File: config.mk
export PLATFORM = sky130hd
export DESIGN_NAME = pstrap_capture
export DESIGN_NICKNAME = d
export VERILOG_FILES = /design/src/pkg/pstrap_pkg.sv /design/src/verilog/pstrap_capture.sv /design/src/verilog/pstrap_sync.sv
export VERILOG_INCLUDE_DIRS = /design/src /design/src/pkg
export SDC_FILE = /design/constraint.sdc
export NUM_CORES = 1
export LEC_CHECK = 0
export ABC_AREA = 1
export BUFFER_PORTS_ARGS = -buffer_cell sky130_fd_sc_hd__buf_2
export CELL_PAD_IN_SITES_DETAIL_PLACEMENT = 0
export CELL_PAD_IN_SITES_GLOBAL_PLACEMENT = 1
export CORE_MARGIN = 4
export CORE_UTILIZATION = 40
export CTS_CLUSTER_DIAMETER = 40
export CTS_CLUSTER_SIZE = 28
export DETAILED_ROUTE_END_ITERATION = 16
export GPL_ROUTABILITY_DRIVEN = 0
export HOLD_SLACK_MARGIN = 0.05
export PLACE_DENSITY_LB_ADDON = 0.1
export SYNTH_ARGS = -nofsm -noshare
export SYNTH_HDL_FRONTEND = slang
export SYNTH_SLANG_ARGS = --single-unit
File: constraint.sdc
create_clock -name clock_in -period 1.3 [get_ports clock_in]
set_input_delay 0.13 -clock clock_in [delete_from_list [all_inputs] [get_ports clock_in]]
set_output_delay 0.13 -clock clock_in [all_outputs]
set_load 0.1 [all_outputs]
File: src/pkg/pstrap_defines.svh
`ifndef PSTRAP_DEFINES_SVH
`define PSTRAP_DEFINES_SVH

// ----------------------------------------------------------------
// positions in the synchronised pin vector
// ----------------------------------------------------------------
`define PSTRAP_SYNC_W        8
`define PSTRAP_POS_EXT_RST   0
`define PSTRAP_POS_RXD_LO    1
`define PSTRAP_POS_RXD_HI    4
`define PSTRAP_POS_RXD3      4
`define PSTRAP_POS_RXCLK     5
`define PSTRAP_POS_COL       6
`define PSTRAP_POS_IRQ       7

// ----------------------------------------------------------------
// widths and levels
// ----------------------------------------------------------------
`define PSTRAP_RXD_W         4
`define PSTRAP_MODE_W        3
`define PSTRAP_SYNC_RST      8'h00
`define PSTRAP_CFG_RST       6'h00
`define PSTRAP_RXD_RST       4'h0
`define PSTRAP_OE_OFF        1'h1
`define PSTRAP_OE_ON         1'h0
`define PSTRAP_IRQ_SEL_INT   1'h1

`endif

File: src/pkg/pstrap_pkg.sv
package pstrap_pkg;

  // ----------------------------------------------------------------
  // sequencer states
  // ----------------------------------------------------------------
  typedef enum logic [0:0] {
    PSTRAP_ST_HOLD,
    PSTRAP_ST_RUN
  } pstrap_state_t;

  // ----------------------------------------------------------------
  // captured configuration
  // ----------------------------------------------------------------
  typedef struct packed {
    logic [2:0] op_config;
    logic       regulator_disable;
    logic       rmii_mode;
    logic       irq_pin_select_strap;
  } pstrap_cfg_t;

  // ----------------------------------------------------------------
  // drive of the shared pins
  // ----------------------------------------------------------------
  typedef struct packed {
    logic [3:0] rxd_out;
    logic [3:0] rxd_oe_n;
    logic       rxclk_out;
    logic       rxclk_oe_n;
    logic       col_out;
    logic       col_oe_n;
    logic       irq_out;
    logic       irq_oe_n;
  } pstrap_pins_t;

endpackage : pstrap_pkg

File: src/verilog/pstrap_capture.sv
`timescale 1ns/100ps
`default_nettype none

`include "pstrap_defines.svh"

module pstrap_capture (
  // clock and reset
  input  wire logic       clock_in,
  input  wire logic       rstn_in,
  // external reset pin
  input  wire logic       ext_reset_n_in,
  // receive data pins
  input  wire logic [3:0] rxd_pin_in,
  output logic      [3:0] rxd_pin_out,
  output logic      [3:0] rxd_pin_oe_n_out,
  // receive clock pin
  input  wire logic       rxclk_pin_in,
  output logic            rxclk_pin_out,
  output logic            rxclk_pin_oe_n_out,
  // collision / carrier sense data valid pin
  input  wire logic       col_pin_in,
  output logic            col_pin_out,
  output logic            col_pin_oe_n_out,
  // interrupt / transmit error / transmit bit 4 pin
  input  wire logic       irq_pin_in,
  output logic            irq_pin_out,
  output logic            irq_pin_oe_n_out,
  // core side receive signals to the pins
  input  wire logic [3:0] rx_data_in,
  input  wire logic       rx_clk_in,
  input  wire logic       collision_in,
  input  wire logic       crs_dv_in,
  // core side interrupt and transmit controls
  input  wire logic       irq_event_in,
  input  wire logic       five_b_mode_in,
  // transmit signals from the shared pin
  output logic            tx_error_out,
  output logic            tx_bit4_out,
  // captured configuration
  output logic      [2:0] op_config_out,
  output logic            regulator_disable_out,
  output logic            rmii_mode_out,
  output logic            irq_pin_mode_out,
  output logic            config_valid_out,
  output logic            device_in_reset_out
);

  // ----------------------------------------------------------------
  // state
  // ----------------------------------------------------------------
  typedef struct packed {
    pstrap_pkg::pstrap_state_t state;
    logic                      ext_prev;
    pstrap_pkg::pstrap_cfg_t   cfg;
    pstrap_pkg::pstrap_pins_t  pins;
    logic                      tx_error;
    logic                      tx_bit4;
    logic                      in_reset;
  } pstrap_st_t;

  pstrap_st_t                     st_r;
  pstrap_st_t                     st_nxt;
  logic [`PSTRAP_SYNC_W-1:0]      pin_raw;
  logic [`PSTRAP_SYNC_W-1:0]      pin_lvl;
  logic                           ext_lvl;
  logic                           ext_rise;
  logic                           run;
  logic                           int_mode;
  logic                           pins_on;
  logic                           irq_pull;
  logic                           tx_in;
  pstrap_pkg::pstrap_cfg_t        strap_now;

  // ----------------------------------------------------------------
  // pin synchronisers
  // ----------------------------------------------------------------
  assign pin_raw = {irq_pin_in, col_pin_in, rxclk_pin_in, rxd_pin_in, ext_reset_n_in};

  pstrap_sync #(
    .W (`PSTRAP_SYNC_W)
  ) u_sync (
    .clock_in  (clock_in),
    .rstn_in   (rstn_in),
    .async_in  (pin_raw),
    .level_out (pin_lvl)
  );

  assign ext_lvl  = pin_lvl[`PSTRAP_POS_EXT_RST];
  assign ext_rise = ext_lvl & ~st_r.ext_prev;
  assign run      = (st_r.state == pstrap_pkg::PSTRAP_ST_RUN);
  assign int_mode = (st_r.cfg.irq_pin_select_strap == `PSTRAP_IRQ_SEL_INT);

  // ----------------------------------------------------------------
  // strap levels, filtered to the same depth as the reset pin
  // ----------------------------------------------------------------
  assign strap_now = '{
    op_config:            pin_lvl[`PSTRAP_POS_RXD_LO+:`PSTRAP_MODE_W],
    regulator_disable:    pin_lvl[`PSTRAP_POS_RXCLK],
    rmii_mode:            pin_lvl[`PSTRAP_POS_COL],
    irq_pin_select_strap: pin_lvl[`PSTRAP_POS_RXD3]
  };

  // ----------------------------------------------------------------
  // pin ownership
  // ----------------------------------------------------------------
  // pins are handed back on the same edge that the filtered reset low is seen
  assign pins_on  = run & ext_lvl;
  assign irq_pull = int_mode & irq_event_in;
  assign tx_in    = run & ~int_mode & pin_lvl[`PSTRAP_POS_IRQ];

  // ----------------------------------------------------------------
  // next state
  // ----------------------------------------------------------------
  always_comb begin
    st_nxt          = st_r;
    st_nxt.ext_prev = ext_lvl;
    st_nxt.in_reset = ~ext_lvl;
    case (st_r.state)
      pstrap_pkg::PSTRAP_ST_HOLD: begin
        if (ext_rise) begin
          st_nxt.cfg   = strap_now;
          st_nxt.state = pstrap_pkg::PSTRAP_ST_RUN;
        end
      end
      pstrap_pkg::PSTRAP_ST_RUN: begin
        // configuration is only rewritten on the next release
        if (!ext_lvl) begin
          st_nxt.state = pstrap_pkg::PSTRAP_ST_HOLD;
        end
      end
      default: begin
        st_nxt.state = pstrap_pkg::PSTRAP_ST_HOLD;
      end
    endcase

    // ----------------------------------------------------------------
    // receive side pin drive
    // ----------------------------------------------------------------
    st_nxt.pins.rxd_out   = rx_data_in;
    st_nxt.pins.rxclk_out = rx_clk_in;
    st_nxt.pins.col_out   = st_r.cfg.rmii_mode ? crs_dv_in : collision_in;
    st_nxt.pins.irq_out   = 1'h0;
    if (pins_on) begin
      st_nxt.pins.rxd_oe_n   = {`PSTRAP_RXD_W{`PSTRAP_OE_ON}};
      st_nxt.pins.rxclk_oe_n = `PSTRAP_OE_ON;
      st_nxt.pins.col_oe_n   = `PSTRAP_OE_ON;
      // open drain: low while an event is pending in interrupt mode, released otherwise
      st_nxt.pins.irq_oe_n   = irq_pull ? `PSTRAP_OE_ON : `PSTRAP_OE_OFF;
    end else begin
      st_nxt.pins.rxd_oe_n   = {`PSTRAP_RXD_W{`PSTRAP_OE_OFF}};
      st_nxt.pins.rxclk_oe_n = `PSTRAP_OE_OFF;
      st_nxt.pins.col_oe_n   = `PSTRAP_OE_OFF;
      st_nxt.pins.irq_oe_n   = `PSTRAP_OE_OFF;
    end

    // ----------------------------------------------------------------
    // shared pin as transmit input
    // ----------------------------------------------------------------
    st_nxt.tx_error = tx_in & ~five_b_mode_in;
    st_nxt.tx_bit4  = tx_in & five_b_mode_in;
  end

  // ----------------------------------------------------------------
  // registers
  // ----------------------------------------------------------------
  always_ff @(posedge clock_in or negedge rstn_in) begin
    if (!rstn_in) begin
      st_r.state           <= pstrap_pkg::PSTRAP_ST_HOLD;
      st_r.ext_prev        <= 1'h0;
      st_r.cfg             <= `PSTRAP_CFG_RST;
      st_r.pins.rxd_out    <= `PSTRAP_RXD_RST;
      st_r.pins.rxd_oe_n   <= {`PSTRAP_RXD_W{`PSTRAP_OE_OFF}};
      st_r.pins.rxclk_out  <= 1'h0;
      st_r.pins.rxclk_oe_n <= `PSTRAP_OE_OFF;
      st_r.pins.col_out    <= 1'h0;
      st_r.pins.col_oe_n   <= `PSTRAP_OE_OFF;
      st_r.pins.irq_out    <= 1'h0;
      st_r.pins.irq_oe_n   <= `PSTRAP_OE_OFF;
      st_r.tx_error        <= 1'h0;
      st_r.tx_bit4         <= 1'h0;
      st_r.in_reset        <= 1'h1;
    end else begin
      st_r <= st_nxt;
    end
  end

  // ----------------------------------------------------------------
  // outputs
  // ----------------------------------------------------------------
  assign rxd_pin_out           = st_r.pins.rxd_out;
  assign rxd_pin_oe_n_out      = st_r.pins.rxd_oe_n;
  assign rxclk_pin_out         = st_r.pins.rxclk_out;
  assign rxclk_pin_oe_n_out    = st_r.pins.rxclk_oe_n;
  assign col_pin_out           = st_r.pins.col_out;
  assign col_pin_oe_n_out      = st_r.pins.col_oe_n;
  assign irq_pin_out           = st_r.pins.irq_out;
  assign irq_pin_oe_n_out      = st_r.pins.irq_oe_n;
  assign tx_error_out          = st_r.tx_error;
  assign tx_bit4_out           = st_r.tx_bit4;

  // ----------------------------------------------------------------
  // captured configuration outputs
  // ----------------------------------------------------------------
  assign op_config_out         = st_r.cfg.op_config;
  assign regulator_disable_out = st_r.cfg.regulator_disable;
  assign rmii_mode_out         = st_r.cfg.rmii_mode;
  assign irq_pin_mode_out      = st_r.cfg.irq_pin_select_strap;
  assign config_valid_out      = run;
  assign device_in_reset_out   = st_r.in_reset;

endmodule : pstrap_capture

`default_nettype wire

File: src/verilog/pstrap_sync.sv
`timescale 1ns/100ps
`default_nettype none

`include "pstrap_defines.svh"

module pstrap_sync #(
  parameter int W = `PSTRAP_SYNC_W
) (
  // clock and reset
  input  wire logic         clock_in,
  input  wire logic         rstn_in,
  // pins in, filtered level out
  input  wire logic [W-1:0] async_in,
  output logic      [W-1:0] level_out
);

  typedef struct packed {
    logic [W-1:0] s1;
    logic [W-1:0] s2;
    logic [W-1:0] s3;
    logic [W-1:0] lvl;
  } pstrap_sync_st_t;

  pstrap_sync_st_t st_r;
  pstrap_sync_st_t st_nxt;
  logic [W-1:0]    agree;

  // ----------------------------------------------------------------
  // three stages; a level is taken once stages two and three agree
  // ----------------------------------------------------------------
  always_comb begin
    st_nxt     = st_r;
    agree      = st_r.s2 ~^ st_r.s3;
    st_nxt.s1  = async_in;
    st_nxt.s2  = st_r.s1;
    st_nxt.s3  = st_r.s2;
    st_nxt.lvl = (agree & st_r.s2) | (~agree & st_r.lvl);
  end

  always_ff @(posedge clock_in or negedge rstn_in) begin
    if (!rstn_in) begin
      st_r <= '0;
    end else begin
      st_r <= st_nxt;
    end
  end

  assign level_out = st_r.lvl;

endmodule : pstrap_sync

`default_nettype wire

# After elaboration in Yosys (flattened, before gate mapping)

Index checks and enable logic that the tools add are counted.

Register bits: 55

Mux-type cells: 8
Bitwise gates (word level): 17
Reductions and logical operators: 1

Operator list:

| cell                                  | count |
|---|---|
| 8-bit bitwise AND                     | 2 |
| 8-bit NOT                             | 1 |
| 8-bit OR                              | 1 |
| 8-bit XNOR                            | 1 |
| 1-bit bitwise AND                     | 7 |
| 1-bit two-way mux                     | 6 |
| 1-bit NOT                             | 5 |
| 4-bit two-way mux                     | 1 |
| 1-bit one-hot mux with 2 select lines | 1 |
| 2-bit AND reduction                   | 1 |

# Depth between registers and ports, before layout

Gate-level depths: netlist of run 1.

Word-level depth: 4
Depth in mapped cells: 4
Gate-level depth less buffers: 4

# Modules after synthesis

From an unflattened synthesis of run 1, not the netlist that was laid out.

Cell total of the unflattened synthesis: 139
Area, all modules: 1,737.9 um^2

Modules (own cells, without submodules):

| module         | instances | cells an instance | area an instance (um^2) | seq. area each (um^2) |
|---|---|---|---|---|
| pstrap_sync    | 1         | 72                | 991.0                   | 800.8 |
| pstrap_capture | 1         | 67                | 747.0                   | 479.2 |

# Worst setup path before layout of run 1

Ideal clock, no wire load.

Path kind: register to register
Start point: reg st_r, in the netlist config_valid_out
End point: reg st_r, in the netlist irq_pin_mode_out
Buffers on the path: 0
Data arrival time: 1.411 ns
Data required time: 1.233 ns
Cell stages (with the launch flop): 5
Path slack: -0.178 ns
Setup time: 0.067 ns
Cell sequence: dfrtp_1 inv_2 nand3_4 nand2_1 nand2_1

Longest elaborated chain between the ends: 2

Ends and longest elaborated chain:

| what                          | line                  | source |
|---|---|---|
| start: declaration            | pstrap_capture.sv:61  | `pstrap_st_t st_r;` |
| start signal: assignment      | pstrap_capture.sv:183 | `st_r <= st_nxt;` |
| 1-bit NOT (no line)           | n/a                   |  |
| 2-bit AND reduction (no line) | n/a                   |  |

No other way between the ends.
A chain may end at the register's enable or synchronous reset.

==> qor.txt, run 1 <==
status = complete, but fails checks
violated checks = setup timing
largest fanout on the critical path = 6
critical path arrival = 1.21 ns
Largest stage delay, worst path = 0.72 ns
Die Area = 5210 sq um
post-layout util = 56.5%
max-capacitance violation count = 0
Sink Count = 51
slowest CP cell = dfstp_4
top area cells in the synthesized netlist = dfrtp_1, buf_4, dfstp_2
initial antenna violation count = 0
Worst Skew = 0.00465 ns
ratio of cells with drive above 1 in the final layout = 33.1%
Setup crit end = rxd_pin_oe_n_out[0]
unrepaired setup endpoints after global routing = true
Synth Warn # = 0
drt wl/cell = 10.9 microns
reg2reg path depth = 4
number of inserted diodes = 0
Finish-stage setup viols = 6
drt drc = 0
filler cell count = 326
Post-Route WL = 2.49 mm
Worst Setup Path Type = reg -> out
CP Launch Point = rxd_pin_oe_n_out[2]$_DFF_PN1_
vias in the first global route = 961
worst-case clock buffer depth = 2
CTS tree = built
Die Y = 72.2 microns
Post-Syn Area = 1650 sq um
Final WS setup = -0.0424 ns
post-synthesis sequential area ratio = 77.7%
reg2reg end = op_config_out[0]$_DFFE_PN0P_
Worst-path clk slew = 0.08 ns
peak supply drop = 0.908 mV
Multi-input gate area = 244 sq um
Netlist cell types = 14
Buf/Inv on CP = 1
Iter 0 DRT Violations = 29
Worst Hold Class = in -> reg
startpoint types = register
Reg area = 1280 sq um
Die Wd = 72.2 microns
count of pins over their slew limit = 0
port buffer count = 41
Worst Path Required = 1.17 ns
top cell type's share of synthesized area = 72.9%
GRT overflow = 0
TritonCTS buffer count = 5
largest net degree at the start of global routing = 27
Syn Nets = 142
Mapped Avg Cell Area = 13.4 sq um
first-pass GRT wire length = 4.40 mm
Layout Nets = 196
overall power consumption = 4.70 mW
Area Overhead vs Synth = 37.2%
worst reg2reg setup slack = 0.35 ns
vias = 993
post-synthesis instance total = 123
core area = 4000 sq um
Peak Freq = 745 MHz
GR Util All Layers = 11.4%
leakage = 1.11 nW
Final ANT Viol Nets = 0
H-tree depth = 2
final hold vios = 0
HPWL Detailed = 1.80 mm
Yosys top cell by area = dfrtp_1
Critical Path End Type = output pin
critical path depth = 1
Starting Density = 41.2%
Tmin final = 1.34 ns
Ports = 43
Post-CTS Setup Inserts = 0
critical path's top delay family = flip-flops
Clock Latency Late Sink = 0.29 ns
Root Driver = clkbuf_8
Via density = 4.36
flop and latch count out of synthesis = 51
period utilization = 103%
CP cell instances = buf_12
num rows = 23
pwr dens = 2080 nW/um^2
launch point of the worst reg-to-reg path = config_valid_out$_DFF_PN0_
detailed-router iteration count before antenna repair = 2
==> metrics by stage <==
step | setup slack (ns) | setup TNS [ns] | hold slack, ns | instance area (sq um) | std cells
global placement | 0.282 | 0 | 0.0842 | 1990 | 203
CTS | -0.0592 | -0.350 | 0.0727 | 2260 | 228
global route | -0.0817 | -0.484 | 0.0740 | 2260 | 228
finish | -0.0424 | -0.250 | 0.0798 | 2260 | 228
detailed placement | 0.276 | 0 | 0.0909 | 1990 | 203
floorplan | 0.0265 | 0 | -0.166 | 1650 | 123
==> layout by cell type, fill, tap and decap left out, drive strengths merged <==
| cell type | instances |
|---|---|
| inv | 5 |
| buf | 42 |
| nand4 | 7 |
| a21oi | 7 |
| nand2 | 17 |
| dlygate4sd3 | 17 |
| nor2 | 18 |
| conb | 1 |
| clkbuf | 10 |
| nand3 | 1 |
| o21ai | 2 |
| dfstp | 3 |
| dfrtp | 48 |
==> repair_timing <==
item | in CTS | in global routing
endpoints found under the setup margin | 6 | 8
hold buffers | 17 | 0
gates resized for setup | 0 | 2
endpoints found under the hold margin | 30 | 0
==> how the worst min path moves through the flow <==
stage / start / endpoint / slack, ns / cells after the start
after floorplan: rstn_in / asynchronous set/reset pin / -0.17 / 0
after global placement: rstn_in / u_sync.st_nxt[20]$_DFF_PN0_ / 0.08 / 1
after detailed placement: rstn_in / u_sync.st_nxt[8]$_DFF_PN0_ / 0.09 / 1
after CTS: collision_in / col_pin_out$_DFF_PN0_ / 0.07 / 3
after global routing: collision_in / col_pin_out$_DFF_PN0_ / 0.07 / 3
final: collision_in / col_pin_out$_DFF_PN0_ / 0.08 / 3
==> worst min-delay path, stage by stage <==
cell	delay, ns
buf_2	0.09
inv_1	0.04
o21ai_0	0.07
==> synth_stat cells (all sizes together) <==
cell / number
o21ai: 2
nand4: 7
dfrtp: 48
nor2: 18
nand3: 1
nand2: 17
dfstp: 3
inv: 5
buf: 14
conb: 1
a21oi: 7
==> per-layer routing <==
layer | vias to the layer above | routed length, microns | global-route usage [%]
li1 | 489 | - | -
met1 | 462 | 1040 | 13.4
met2 | 37 | 1120 | 17.1
met3 | 5 | 272 | 5.40
met4 | 0 | 61 | 6.26
met5 | - | 0 | 0
==> where the power goes <==
| part | total [mW] | internal (mW) | leakage (nW) | switching (mW) |
|---|---|---|---|---|
| Clock | 0.933 | 0.485 | 0.0515 | 0.448 |
| Sequential | 1.95 | 1.79 | 0.603 | 0.153 |
| Combinational | 1.82 | 0.420 | 0.456 | 1.40 |
==> logic make-up after synthesis <==
kind of cell	Yosys count	share of synthesized area [%]
AOI/OAI and AO/OA	9	2.73
buffers and inverters	19	7.52
DFF	51	77.7
other	1	0.228
and+or+nand+nor	43	11.8
==> area by class of cell <==
cell class	instances	share of cell area [%]
Multi-Input combinational cell	53	10.8
Sequential cell	51	56.8
Timing Repair Buffer	61	24.3
Clock buffer	8	4.43
Tap cell	50	2.77
Inverter	5	0.830
Power figures use the tool's default switching activity.
==> run 2: changes to the inputs <==
Settings changed: CORE_UTILIZATION 40 to 43.
==> qor.txt, run 2 (synthesis gave the netlist of run 1 again) <==
Sink Count = 51 (unchanged)
Via density = 4.46 (+2.5%)
largest net degree at the start of global routing = 52 (+93%)
drt wl/cell = 11.8 microns (+8.2%)
Post-Route WL = 2.65 mm (+6.3%)
final hold vios = 0 (unchanged)
max-capacitance violation count = 0 (unchanged)
status = complete, but fails checks
H-tree depth = 2 (unchanged)
detailed-router iteration count before antenna repair = 4 (+2)
CTS tree = built
Clock Latency Late Sink = 0.29 ns (about the same)
Peak Freq = 743 MHz (-0.28%)
core area = 3690 sq um (-7.8%)
worst reg2reg setup slack = 0.29 ns (-0.06 ns)
Final ANT Viol Nets = 0 (unchanged)
first-pass GRT wire length = 4.55 mm (+3.5%)
WHS Endpoint = col_pin_out$_DFF_PN0_
Setup WS pre-CTS = 0.264 ns (-0.0123 ns)
num rows = 22 (-4.3%)
total placed cells including tap cells = 199 (-2.0%)
Tmin final = 1.35 ns (+0.00376 ns)
hold path depth = 3 (unchanged)
port buffer count = 41 (unchanged)
largest fanout on the critical path = 6 (unchanged)
fin cells = 224 (-1.8%)
worst-case clock buffer depth = 2 (unchanged)
CP cell instances = buf_12
GRT overflow = 0 (unchanged)
power share of the clock group = 18.0% (-1.9 points)
Int Pwr = 2.58 mW (-4.4%)
Psw = 2.01 mW (+0.53%)
filler cell count = 310 (-4.9%)
Worst Setup Path Type = reg -> out
Net Sw Frac = 43.8% (+1.2 points)
post-layout util = 60.2% (+3.7 points)
Final WS setup = -0.0461 ns (-0.00376 ns)
pwr dens = 2070 nW/um^2 (-0.58%)
number of inserted diodes = 0 (unchanged)
Starting Density = 44.7% (+3.5 points)
leakage = 1.09 nW (-1.7%)
Layout Nets = 194 (-1.0%)
commonest non-fill, non-tap cells in the layout = dfrtp_1, buf_2, nand2_1, nor2_1, dlygate4sd3_1
Largest stage delay, worst path = 0.73 ns (about the same)
most common cell after layout, fill and taps aside = dfrtp_1
critical path arrival = 1.22 ns (about the same)
violated checks = setup timing
Cell Area, Placed = 1970 sq um (-0.88%)
ratio of cells with drive above 1 in the final layout = 31.8% (-1.3 points)
count of pins over their slew limit = 0 (unchanged)
slowest CP cell = dfstp_4
Worst Path Required = 1.17 ns (about the same)
Root Driver = clkbuf_8
vias in the first global route = 1,009 (+5.0%)
initial antenna violation count = 0 (unchanged)
Area Overhead vs Synth = 34.9%
GR Util All Layers = 12.1% (+0.72 points)
Worst-path clk slew = 0.08 ns (about the same)
critical path's top delay family = flip-flops
Buf/Inv on CP = 1 (unchanged)
Critical Path End Type = output pin
Finish-stage setup viols = 6 (unchanged)
Worst Hold Class = in -> reg
Die Wd = 69.9 microns (-3.2%)
unrepaired setup endpoints after global routing = true
Die Area = 4890 sq um (-6.2%)
Ports = 43 (unchanged)
period utilization = 104% (+0.29 points)
drt drc = 0 (unchanged)
setup tns final = -0.265 ns (-0.0147 ns)
reg2reg path depth = 3 (-1)
Combinational Power Share = 39.3% (+0.6 points)
vias = 1,000 (+0.70%)
TritonCTS buffer count = 5 (unchanged)
HPWL Detailed = 1.76 mm (-1.9%)
hold slack = 0.0721 ns (-0.00771 ns)
Multi-input gate area = 244 sq um (unchanged)
Seq pwr share = 42.7% (+1.3 points)
reg2reg end = regulator_disable_out$_DFFE_PN0P_
overall power consumption = 4.59 mW (-2.3%)
Die Y = 69.9 microns (-3.2%)
peak supply drop = 0.906 mV (-0.19%)
Worst Skew = 0.00583 ns (+0.00118 ns)
startpoint types = register
Reg area = 1280 sq um (unchanged)
Iter 0 DRT Violations = 47 (+62%)
hold_sp = collision_in
Post-Layout Inst Area = 2220 sq um (-1.7%)
[run 2: layer usage]
layer | share of wire, % | up-vias | global-route usage (%)
met5 | 0 | - | 0
met4 | 1.9 | 0 | 5.74
met3 | 8.0 | 6 | 5.90
met2 | 46 | 37 | 18.0
met1 | 44 | 478 | 14.6
li1 | - | 479 | -
[run 2: layout make-up]
| type | instances | share of cell area (%) |
|---|---|---|
| Clock buffer | 7 | 3.43 |
| Clock inverter | 1 | 0.225 |
| Inverter | 5 | 0.845 |
| Multi-Input combinational cell | 53 | 11.0 |
| Sequential cell | 51 | 57.8 |
| Tap cell | 48 | 2.70 |
| Timing Repair Buffer | 59 | 24.0 |
[run 2: power by group through the flow]
stage / sequential, mW / combinational (mW) / clock, mW
floorplan: 2.50 / 0.878 / 0
global placement: 1.98 / 1.76 / 0
detailed placement: 1.99 / 1.77 / 0
CTS: 1.96 / 1.81 / 0.881
global route: 1.99 / 1.87 / 0.940
finish: 1.96 / 1.80 / 0.826
[run 2: timing repair]
| item | CTS | global route |
|---|---|---|
| endpoints found under the setup margin | 6 | 7 |
| hold endpoints to repair | 65 | 0 |
| pin swaps | 0 | 0 |
| resized for setup | 0 | 1 |
| hold buffers | 17 | 0 |
| buffers inserted | 0 | 0 |
[run 2: worst max-delay path by stage]
stage / from / endpoint / cells past startpoint
after detailed placement: rxd_pin_oe_n_out[2]$_DFF_PN1_ / rxd_pin_oe_n_out[3] / 1
final: rxd_pin_oe_n_out[2]$_DFF_PN1_ / rxd_pin_oe_n_out[3] / 1
after CTS: rxd_pin_oe_n_out[2]$_DFF_PN1_ / rxd_pin_oe_n_out[3] / 1
after global placement: rxd_pin_oe_n_out[2]$_DFF_PN1_ / col_pin_oe_n_out / 1
after floorplan: rmii_mode_out$_DFFE_PN0P_ / col_pin_out$_DFF_PN0_ / 1
after global routing: rxd_pin_oe_n_out[2]$_DFF_PN1_ / rxd_pin_oe_n_out[3] / 1
